**config.mk**
```make
export PLATFORM = sky130hd
export DESIGN_NAME = sbba_top
export DESIGN_NICKNAME = d
export VERILOG_FILES = /design/src/hw/sbba_top.v
export VERILOG_INCLUDE_DIRS = /design/src /design/src/hw
export SDC_FILE = /design/constraint.sdc
export NUM_CORES = 1
export LEC_CHECK = 0
export BUFFER_PORTS_ARGS = -buffer_cell sky130_fd_sc_hd__buf_4
export CAP_MARGIN = 0
export CORE_MARGIN = 5
export CORE_UTILIZATION = 45
export DETAILED_ROUTE_END_ITERATION = 12
export PLACE_DENSITY = 0.67
export SLEW_MARGIN = 5
export SYNTH_ARGS = -nofsm -noshare
export SYNTH_HDL_FRONTEND = slang
export SYNTH_SLANG_ARGS = --single-unit
```
**constraint.sdc**
```tcl
create_clock -name clock_in -period 3.75 [get_ports clock_in]
set_clock_uncertainty 0.2 [all_clocks]
set_input_delay 0.375 -clock clock_in [delete_from_list [all_inputs] [get_ports clock_in]]
set_output_delay 0.375 -clock clock_in [all_outputs]
set_load 0.05 [all_outputs]
```
**src/hw/sbba_consts.vh**
```
`ifndef SBBA_CONSTS_VH
`define SBBA_CONSTS_VH

// ----------------------------------------
// Register offsets
// ----------------------------------------
`define SBBA_OFF_DATA 8'hb0
`define SBBA_OFF_INDEX 8'hb1
`define SBBA_OFF_SLAVE 8'hb2
`define SBBA_OFF_CTRL 8'hb3

// ----------------------------------------
// Control/status field positions
// ----------------------------------------
`define SBBA_BIT_PROT 7
`define SBBA_BIT_BUSY 5
`define SBBA_BIT_DETECT 3
`define SBBA_BIT_TEST 2
`define SBBA_BIT_ERR 1
`define SBBA_BIT_DIR 0

// ----------------------------------------
// Reset values
// ----------------------------------------
`define SBBA_RST_BYTE 8'h00
`define SBBA_RST_BIT 1'b0

// ----------------------------------------
// Timing: clock period and quarter bit periods in ns, quarter bit periods in clock cycles
// ----------------------------------------
`define SBBA_CLK_NS 50
`define SBBA_QTR_NORM_NS 2500
`define SBBA_QTR_TEST_NS 250
`define SBBA_QTR_NORM_CYC (`SBBA_QTR_NORM_NS / `SBBA_CLK_NS)
`define SBBA_QTR_TEST_CYC (`SBBA_QTR_TEST_NS / `SBBA_CLK_NS)

`endif

```
**src/hw/sbba_top.v**
```verilog
`timescale 1ns/1ps
`include "sbba_consts.vh"

module sbba_top (
    input wire clock_in,
    input wire arst_n_in,
    input wire [7:0] cfg_addr_in,
    input wire cfg_wr_in,
    input wire [7:0] cfg_wdata_in,
    output reg [7:0] cfg_rdata_out,
    input wire scl_in,
    output wire scl_out,
    output reg scl_oe_out,
    input wire sda_in,
    output wire sda_out,
    output reg sda_oe_out
);

// ----------------------------------------
// States and segments
// ----------------------------------------
localparam ST_IDLE = 2'b00;
localparam ST_START = 2'b01;
localparam ST_BIT = 2'b10;
localparam ST_STOP = 2'b11;

localparam SEG_ADDR_W = 3'd0;
localparam SEG_INDEX = 3'd1;
localparam SEG_WDATA = 3'd2;
localparam SEG_ADDR_R = 3'd3;
localparam SEG_RDATA = 3'd4;
localparam SEG_DONE = 3'd7;

reg [7:0] data_r;
reg [7:0] index_r;
reg [7:0] slave_r;
reg prot_r;
reg detect_r;
reg test_r;
reg busy_r;
reg err_r;
reg nack_r;
reg [1:0] state_r;
reg [2:0] seg_r;
reg [1:0] phase_r;
reg [3:0] bitcnt_r;
reg [7:0] shift_r;
reg [5:0] qcnt_r;
reg [2:0] scl_sync_r;
reg [2:0] sda_sync_r;
reg scl_f_r;
reg sda_f_r;
reg scl_oe_nxt;
reg sda_oe_nxt;

wire tick = (qcnt_r == 6'd0);
wire [31:0] qtr_w = test_r ? (`SBBA_QTR_TEST_CYC - 1) : (`SBBA_QTR_NORM_CYC - 1);
wire ctrl_wr = cfg_wr_in && (cfg_addr_in == `SBBA_OFF_CTRL);
wire launch = cfg_wr_in && (cfg_addr_in == `SBBA_OFF_SLAVE) && !busy_r;
wire bit_end = tick && (phase_r == 2'd3);
wire ack_end = (state_r == ST_BIT) && bit_end && (bitcnt_r == 4'd8);
wire ack_miss = ack_end && (seg_r != SEG_RDATA) && nack_r;
// Clock stretching: hold high phase until the line is seen high
wire scl_hold = (phase_r == 2'd1) && !scl_f_r && (state_r != ST_IDLE);

assign scl_out = 1'b0;
assign sda_out = 1'b0;

// ----------------------------------------
// Segment sequencing
// ----------------------------------------
function [2:0] next_seg;
    input [2:0] seg;
    input rd;
    input prot;
    begin
        case (seg)
            SEG_ADDR_W: next_seg = prot ? SEG_WDATA : SEG_INDEX;
            SEG_INDEX: next_seg = rd ? SEG_ADDR_R : SEG_WDATA;
            SEG_ADDR_R: next_seg = SEG_RDATA;
            default: next_seg = SEG_DONE;
        endcase
    end
endfunction

function [7:0] seg_byte;
    input [2:0] seg;
    begin
        case (seg)
            SEG_ADDR_W: seg_byte = {slave_r[7:1], 1'b0};
            SEG_INDEX: seg_byte = index_r;
            SEG_WDATA: seg_byte = data_r;
            SEG_ADDR_R: seg_byte = {slave_r[7:1], 1'b1};
            default: seg_byte = 8'hff;
        endcase
    end
endfunction

wire [2:0] seg_n = next_seg(seg_r, slave_r[`SBBA_BIT_DIR], prot_r);

// ----------------------------------------
// Pin synchronisers
// ----------------------------------------
always @(posedge clock_in or negedge arst_n_in) begin
    if (!arst_n_in) begin
        scl_sync_r <= 3'h7;
        sda_sync_r <= 3'h7;
        scl_f_r <= 1'b1;
        sda_f_r <= 1'b1;
    end else begin
        scl_sync_r <= {scl_sync_r[1:0], scl_in};
        sda_sync_r <= {sda_sync_r[1:0], sda_in};
        if (scl_sync_r[1] == scl_sync_r[2]) begin
            scl_f_r <= scl_sync_r[2];
        end
        if (sda_sync_r[1] == sda_sync_r[2]) begin
            sda_f_r <= sda_sync_r[2];
        end
    end
end

// ----------------------------------------
// Register file
// ----------------------------------------
always @(posedge clock_in or negedge arst_n_in) begin
    if (!arst_n_in) begin
        data_r <= `SBBA_RST_BYTE;
        index_r <= `SBBA_RST_BYTE;
        slave_r <= `SBBA_RST_BYTE;
        prot_r <= `SBBA_RST_BIT;
        detect_r <= `SBBA_RST_BIT;
        test_r <= `SBBA_RST_BIT;
        err_r <= `SBBA_RST_BIT;
    end else begin
        if (cfg_wr_in && cfg_addr_in == `SBBA_OFF_DATA) begin
            data_r <= cfg_wdata_in;
        end else if (ack_end && seg_r == SEG_RDATA) begin
            data_r <= shift_r;
        end
        if (cfg_wr_in && cfg_addr_in == `SBBA_OFF_INDEX) begin
            index_r <= cfg_wdata_in;
        end
        if (launch) begin
            slave_r <= cfg_wdata_in;
        end
        if (ctrl_wr) begin
            prot_r <= cfg_wdata_in[`SBBA_BIT_PROT];
            detect_r <= cfg_wdata_in[`SBBA_BIT_DETECT];
            test_r <= cfg_wdata_in[`SBBA_BIT_TEST];
        end
        // Set wins over the write-one clear
        if (ack_miss) begin
            err_r <= 1'b1;
        end else if (ctrl_wr && cfg_wdata_in[`SBBA_BIT_ERR]) begin
            err_r <= 1'b0;
        end
    end
end

always @* begin
    case (cfg_addr_in)
        `SBBA_OFF_DATA: cfg_rdata_out = data_r;
        `SBBA_OFF_INDEX: cfg_rdata_out = index_r;
        `SBBA_OFF_SLAVE: cfg_rdata_out = slave_r;
        `SBBA_OFF_CTRL: cfg_rdata_out = {prot_r, 1'b0, busy_r, 1'b0, detect_r, test_r, err_r, 1'b0};
        default: cfg_rdata_out = 8'h00;
    endcase
end

// ----------------------------------------
// Quarter-bit timer
// ----------------------------------------
always @(posedge clock_in or negedge arst_n_in) begin
    if (!arst_n_in) begin
        qcnt_r <= 6'd0;
    end else if (state_r == ST_IDLE || tick) begin
        qcnt_r <= qtr_w[5:0];
    end else if (!scl_hold) begin
        qcnt_r <= qcnt_r - 6'd1;
    end
end

// ----------------------------------------
// Transfer engine
// ----------------------------------------
always @(posedge clock_in or negedge arst_n_in) begin
    if (!arst_n_in) begin
        state_r <= ST_IDLE;
        busy_r <= 1'b0;
        seg_r <= SEG_ADDR_W;
        phase_r <= 2'd0;
        bitcnt_r <= 4'd0;
        shift_r <= 8'h00;
        nack_r <= 1'b0;
    end else begin
        if (tick && state_r != ST_IDLE) begin
            phase_r <= phase_r + 2'd1;
        end
        if (tick && phase_r == 2'd2) begin
            nack_r <= sda_f_r;
        end
        case (state_r)
            ST_IDLE: begin
                phase_r <= 2'd0;
                if (launch) begin
                    busy_r <= 1'b1;
                    state_r <= ST_START;
                    seg_r <= (prot_r && cfg_wdata_in[`SBBA_BIT_DIR]) ? SEG_ADDR_R : SEG_ADDR_W;
                end
            end
            ST_START: begin
                if (bit_end) begin
                    state_r <= ST_BIT;
                    bitcnt_r <= 4'd0;
                    shift_r <= seg_byte(seg_r);
                end
            end
            ST_BIT: begin
                if (tick && phase_r == 2'd2 && seg_r == SEG_RDATA && bitcnt_r != 4'd8) begin
                    shift_r <= {shift_r[6:0], sda_f_r};
                end
                if (bit_end) begin
                    if (bitcnt_r != 4'd8) begin
                        bitcnt_r <= bitcnt_r + 4'd1;
                        if (seg_r != SEG_RDATA) begin
                            shift_r <= {shift_r[6:0], 1'b1};
                        end
                    end else if (ack_miss || seg_n == SEG_DONE) begin
                        state_r <= ST_STOP;
                    end else if (seg_n == SEG_ADDR_R) begin
                        seg_r <= seg_n;
                        state_r <= ST_START;
                    end else begin
                        seg_r <= seg_n;
                        bitcnt_r <= 4'd0;
                        shift_r <= seg_byte(seg_n);
                    end
                end
            end
            ST_STOP: begin
                if (bit_end) begin
                    busy_r <= 1'b0;
                    state_r <= ST_IDLE;
                end
            end
            default: state_r <= ST_IDLE;
        endcase
    end
end

// ----------------------------------------
// Pin drive
// ----------------------------------------
always @* begin
    scl_oe_nxt = 1'b0;
    sda_oe_nxt = 1'b0;
    case (state_r)
        ST_START: begin
            scl_oe_nxt = (phase_r == 2'd0) || (phase_r == 2'd3);
            sda_oe_nxt = phase_r[1];
        end
        ST_BIT: begin
            scl_oe_nxt = (phase_r == 2'd0) || (phase_r == 2'd3);
            if (bitcnt_r == 4'd8) begin
                sda_oe_nxt = 1'b0;
            end else if (seg_r != SEG_RDATA) begin
                sda_oe_nxt = !shift_r[7];
            end
        end
        ST_STOP: begin
            scl_oe_nxt = (phase_r == 2'd0);
            sda_oe_nxt = !phase_r[1];
        end
        default: scl_oe_nxt = 1'b0;
    endcase
end

always @(posedge clock_in or negedge arst_n_in) begin
    if (!arst_n_in) begin
        scl_oe_out <= 1'b0;
        sda_oe_out <= 1'b0;
    end else begin
        scl_oe_out <= scl_oe_nxt;
        sda_oe_out <= sda_oe_nxt;
    end
end

endmodule

```
==> metrics.md <==
| Metric | Value |
|---|---|
| Status | finished, final reports clean |
| Drt total wl | 11.82 mm |
| Post_cts resized | 0 |
| Hold Slack | 0.06022 ns |
| Syn_area_per_cell | around 9.7 um^2 |
| Vias in the first global route | 3736 |
| Max stage delay on crit path | ~0.74 ns |
| Overall power | approximately 1800 uW |
| Req. time, crit path | 3.82 ns |
| Initial Util | 45.53% |
| Layout cells sized above 1 | between 10% and 20% |
| Post-route setup slack | between 0.8 and 0.9 ns |
| Routability cong. | ~0.95 |
| Final Cycle Share | between 70% and 80% |
| Nets@finish | slightly above 500 |
| # fillers | just over 900 |
| Max Root-Sink Buffers | 2 |
| PD cells | approximately 370 mW/mm^2 |
| Data arrival, critical path | around 2.9 ns |
| Upper clock frequency limit | 348.7 MHz |
| Num ports | 33 |
| Clk slew on worst S/H paths | roughly 0.080 ns |
| Total number of vias | around 3800 |
| Commonest non-fill, non-tap cell in the layout | dfrtp_1 |
| Seq/Total Area, Yosys | a little under two fifths |
| Inserted Clock Buffers | 9 |
| Dpl ws | a little over 0.9 ns |
| Worst path slowest cell | ha_1 |
| Final hold violations | 0 |
| TNS Setup | 0 ns |
| Largest net degree at the start of global routing | 66 |
| Initial DRC count | approximately 320 |
| Leak | about 0.0022 uW |
| Crit end category | register |
| Initial antenna violation count | 0 |
| Area delta synth->final | 11.66% |
| Synthesized flop and latch total | 65 |
| Clk_lat worst skew | 0.36 ns |
| Number of buffers added on ports | 30 |
| Yosys Warn Count | 0 |
| Crit-path cells | inv_1 -> ha_1 -> nand4b_1 -> nor4_2 -> nor2_1 -> a221o_1 -> a221oi_2 |
| Slew HR | a little under 40% |
| Setup bufs post-CTS | 0 |
| Drt via density | slightly above 6 |
| Die H | 108.8 um |
| Finished Layout Cells | 612 |
| ANT nets after route | 0 |
| Post-synth top flop | dfrtp_1 |
| Crit-path max FO | 24 |
| Post-route DRC | 0 |
| N_diodes | 0 |
| First-pass iteration count of the detailed router | 5 |
| Max Slew Vio Count | 0 |
| RSZ-0062 raised after global routing | no |
| Site Rows | 36 |
| Clk sinks | 65 |
| Syn Std Cell Area | around 0.0044 mm^2 |
| Tmin final | 2.867 ns |
| Hold Path Class | in2reg |
| Worst-margin pin slew | between 0.9 and 1 ns |
| Startpoint Class | register |
| GRT Residual Overflow | 0 |
| Die area | between 0.01 and 0.015 mm^2 |
| Post-Place Cells | 593 |
| Mapped Cells | about 450 |
| CP Class | reg2reg |
| CTS Root Cell | clkbuf_8 |
| CTS H-tree depth | 3 |
| Core area | between 0.009 and 0.01 mm^2 |
| Most frequent cells in the layout | 57 x dfrtp_1, 36 x nor2_1, 34 x buf_4 |
| Finish-stage setup viols | 0 |
| Hold buffer count at cts | 3 |
| Total Routing Usage GR | around a fifth |
| Wire length of the first global-routing pass | between 15 and 20 mm |
| Netlist cell types | 77 |
| Die X | between 100 and 150 um |
| WL/cell | ~19 um |
| DP Wirelength | between 8 and 9 mm |
| FFs w/ async S/R, synth | between 90% and 100% |
| CTS tree | yes |
| Number of flops mapped to enable cells by yosys | 0 |
| VDD IR max | 219.8 uV |
| Max-cap viol count | 0 |
==> metal layers <==
metal	vias to the layer above	share of wire, %	GRT usage [%]
met5	-	0	0
met4	0	3.3	7.124
met3	30	5.8	4.440
met2	148	48	34.60
met1	1887	43	27.51
li1	1750	-	-
==> area by class of cell <==
cell class | count | area (um^2) | area share [%]
clock buffers | 9 | 123.9 | 2.527
clock inverters | 7 | 71.32 | 1.455
inverters | 23 | 86.33 | 1.762
multi-input cells | 338 | 2531 | 51.65
flip-flops and latches | 65 | 1637 | 33.39
well taps | 133 | 166.4 | 3.395
repair buffers | 37 | 285.3 | 5.821
==> worst max-delay path, delay by kind of cell (launching register included) <==
family,cells,cell delay [ns]
buf+inv,1,0.12
simple gates,3,0.77
fa+ha+maj,1,0.74
compound gates,2,0.55
flops,1,0.40
==> logic make-up (layout without fill, tap and decap cells) <==
kind of cell             after synthesis  in the layout  synth area share [%]
multiplexers                          52             52                 13.85
AO/OA/AOI/OAI                        131            131                 21.15
other                                  1              2               0.08544
flip-flops                            65             65                 37.29
XOR/XNOR                               6              6                 1.197
adder cells (fa/ha/maj)               13             13                 3.592
AND/OR/NAND/NOR                      134            134                 17.70
buffers and inverters                 50             76                 5.131
==> where the power goes <==
| part | internal [uW] | leakage [uW] | total (uW) | switching, uW |
|---|---|---|---|---|
| clock network | 305 | 0.0000912 | 597 | 292 |
| registers | 776 | 0.000841 | 866 | 89.5 |
| logic | 162 | 0.00125 | 366 | 205 |
| total | 1240 | 0.00218 | 1830 | 586 |
==> flip-flops by register name, summed over array words and instances (netlist names), 2 cells and up <==
name	flops
slave_r	8
sda_sync_r	3
bitcnt_r	4
state_r	2
seg_r	3
data_r	8
index_r	8
qcnt_r	6
scl_sync_r	3
phase_r	2
shift_r	8
==> stage by stage <==
stage	util (%)	instance area, um^2
after floorplan	-	4393
after global placement	48.51	4676
after detailed placement	48.51	4676
after CTS	50.84	4901
after global routing	50.84	4901
final	50.84	4901
==> final timing paths <==
path	from	slack [ns]	to	cells after the start
worst min register to register	scl_sync_r[0]	0.16	scl_sync_r[1]	0
worst max-delay path	state_r[0]	0.88	shift_r[1]	7
max in group asynchronous	arst_n_in	2.34	phase_r[0]	2
min in group asynchronous	arst_n_in	0.46	detect_r	2
worst max register to register	state_r[0]	0.88	shift_r[1]	7
worst min-delay path	cfg_wdata_in[4]	0.06	index_r[4]	2
==> cells in the mapped netlist, types with 4 or more instances <==
cell / count / area share (%)
a21o_1: 6 / 1.0
a21oi_1: 25 / 2.9
a22o_1: 4 / 0.80
and3_1: 5 / 0.71
and3b_1: 4 / 0.80
buf_2: 9 / 1.0
buf_4: 5 / 0.86
clkbuf_1: 12 / 1.0
dfrtp_1: 57 / 32
dfstp_2: 8 / 4.8
ha_1: 11 / 3.1
inv_1: 21 / 1.8
mux2_1: 9 / 2.3
mux2_2: 11 / 2.8
mux2i_1: 27 / 6.2
mux4_2: 5 / 2.6
nand2_1: 30 / 2.6
nand2b_1: 5 / 0.71
nand3_1: 7 / 0.80
nand4_1: 4 / 0.57
nor2_1: 36 / 3.1
nor2b_1: 8 / 1.1
nor3_1: 4 / 0.46
nor4_1: 4 / 0.57
o2111ai_1: 4 / 0.80
o211ai_1: 12 / 2.1
o21ai_0: 15 / 1.7
o21ai_1: 16 / 1.8
o22ai_1: 7 / 1.0
o31ai_1: 4 / 0.68
o41ai_1: 4 / 0.80
or3_1: 4 / 0.57
Note: power is estimated with default switching activity, not from simulation.
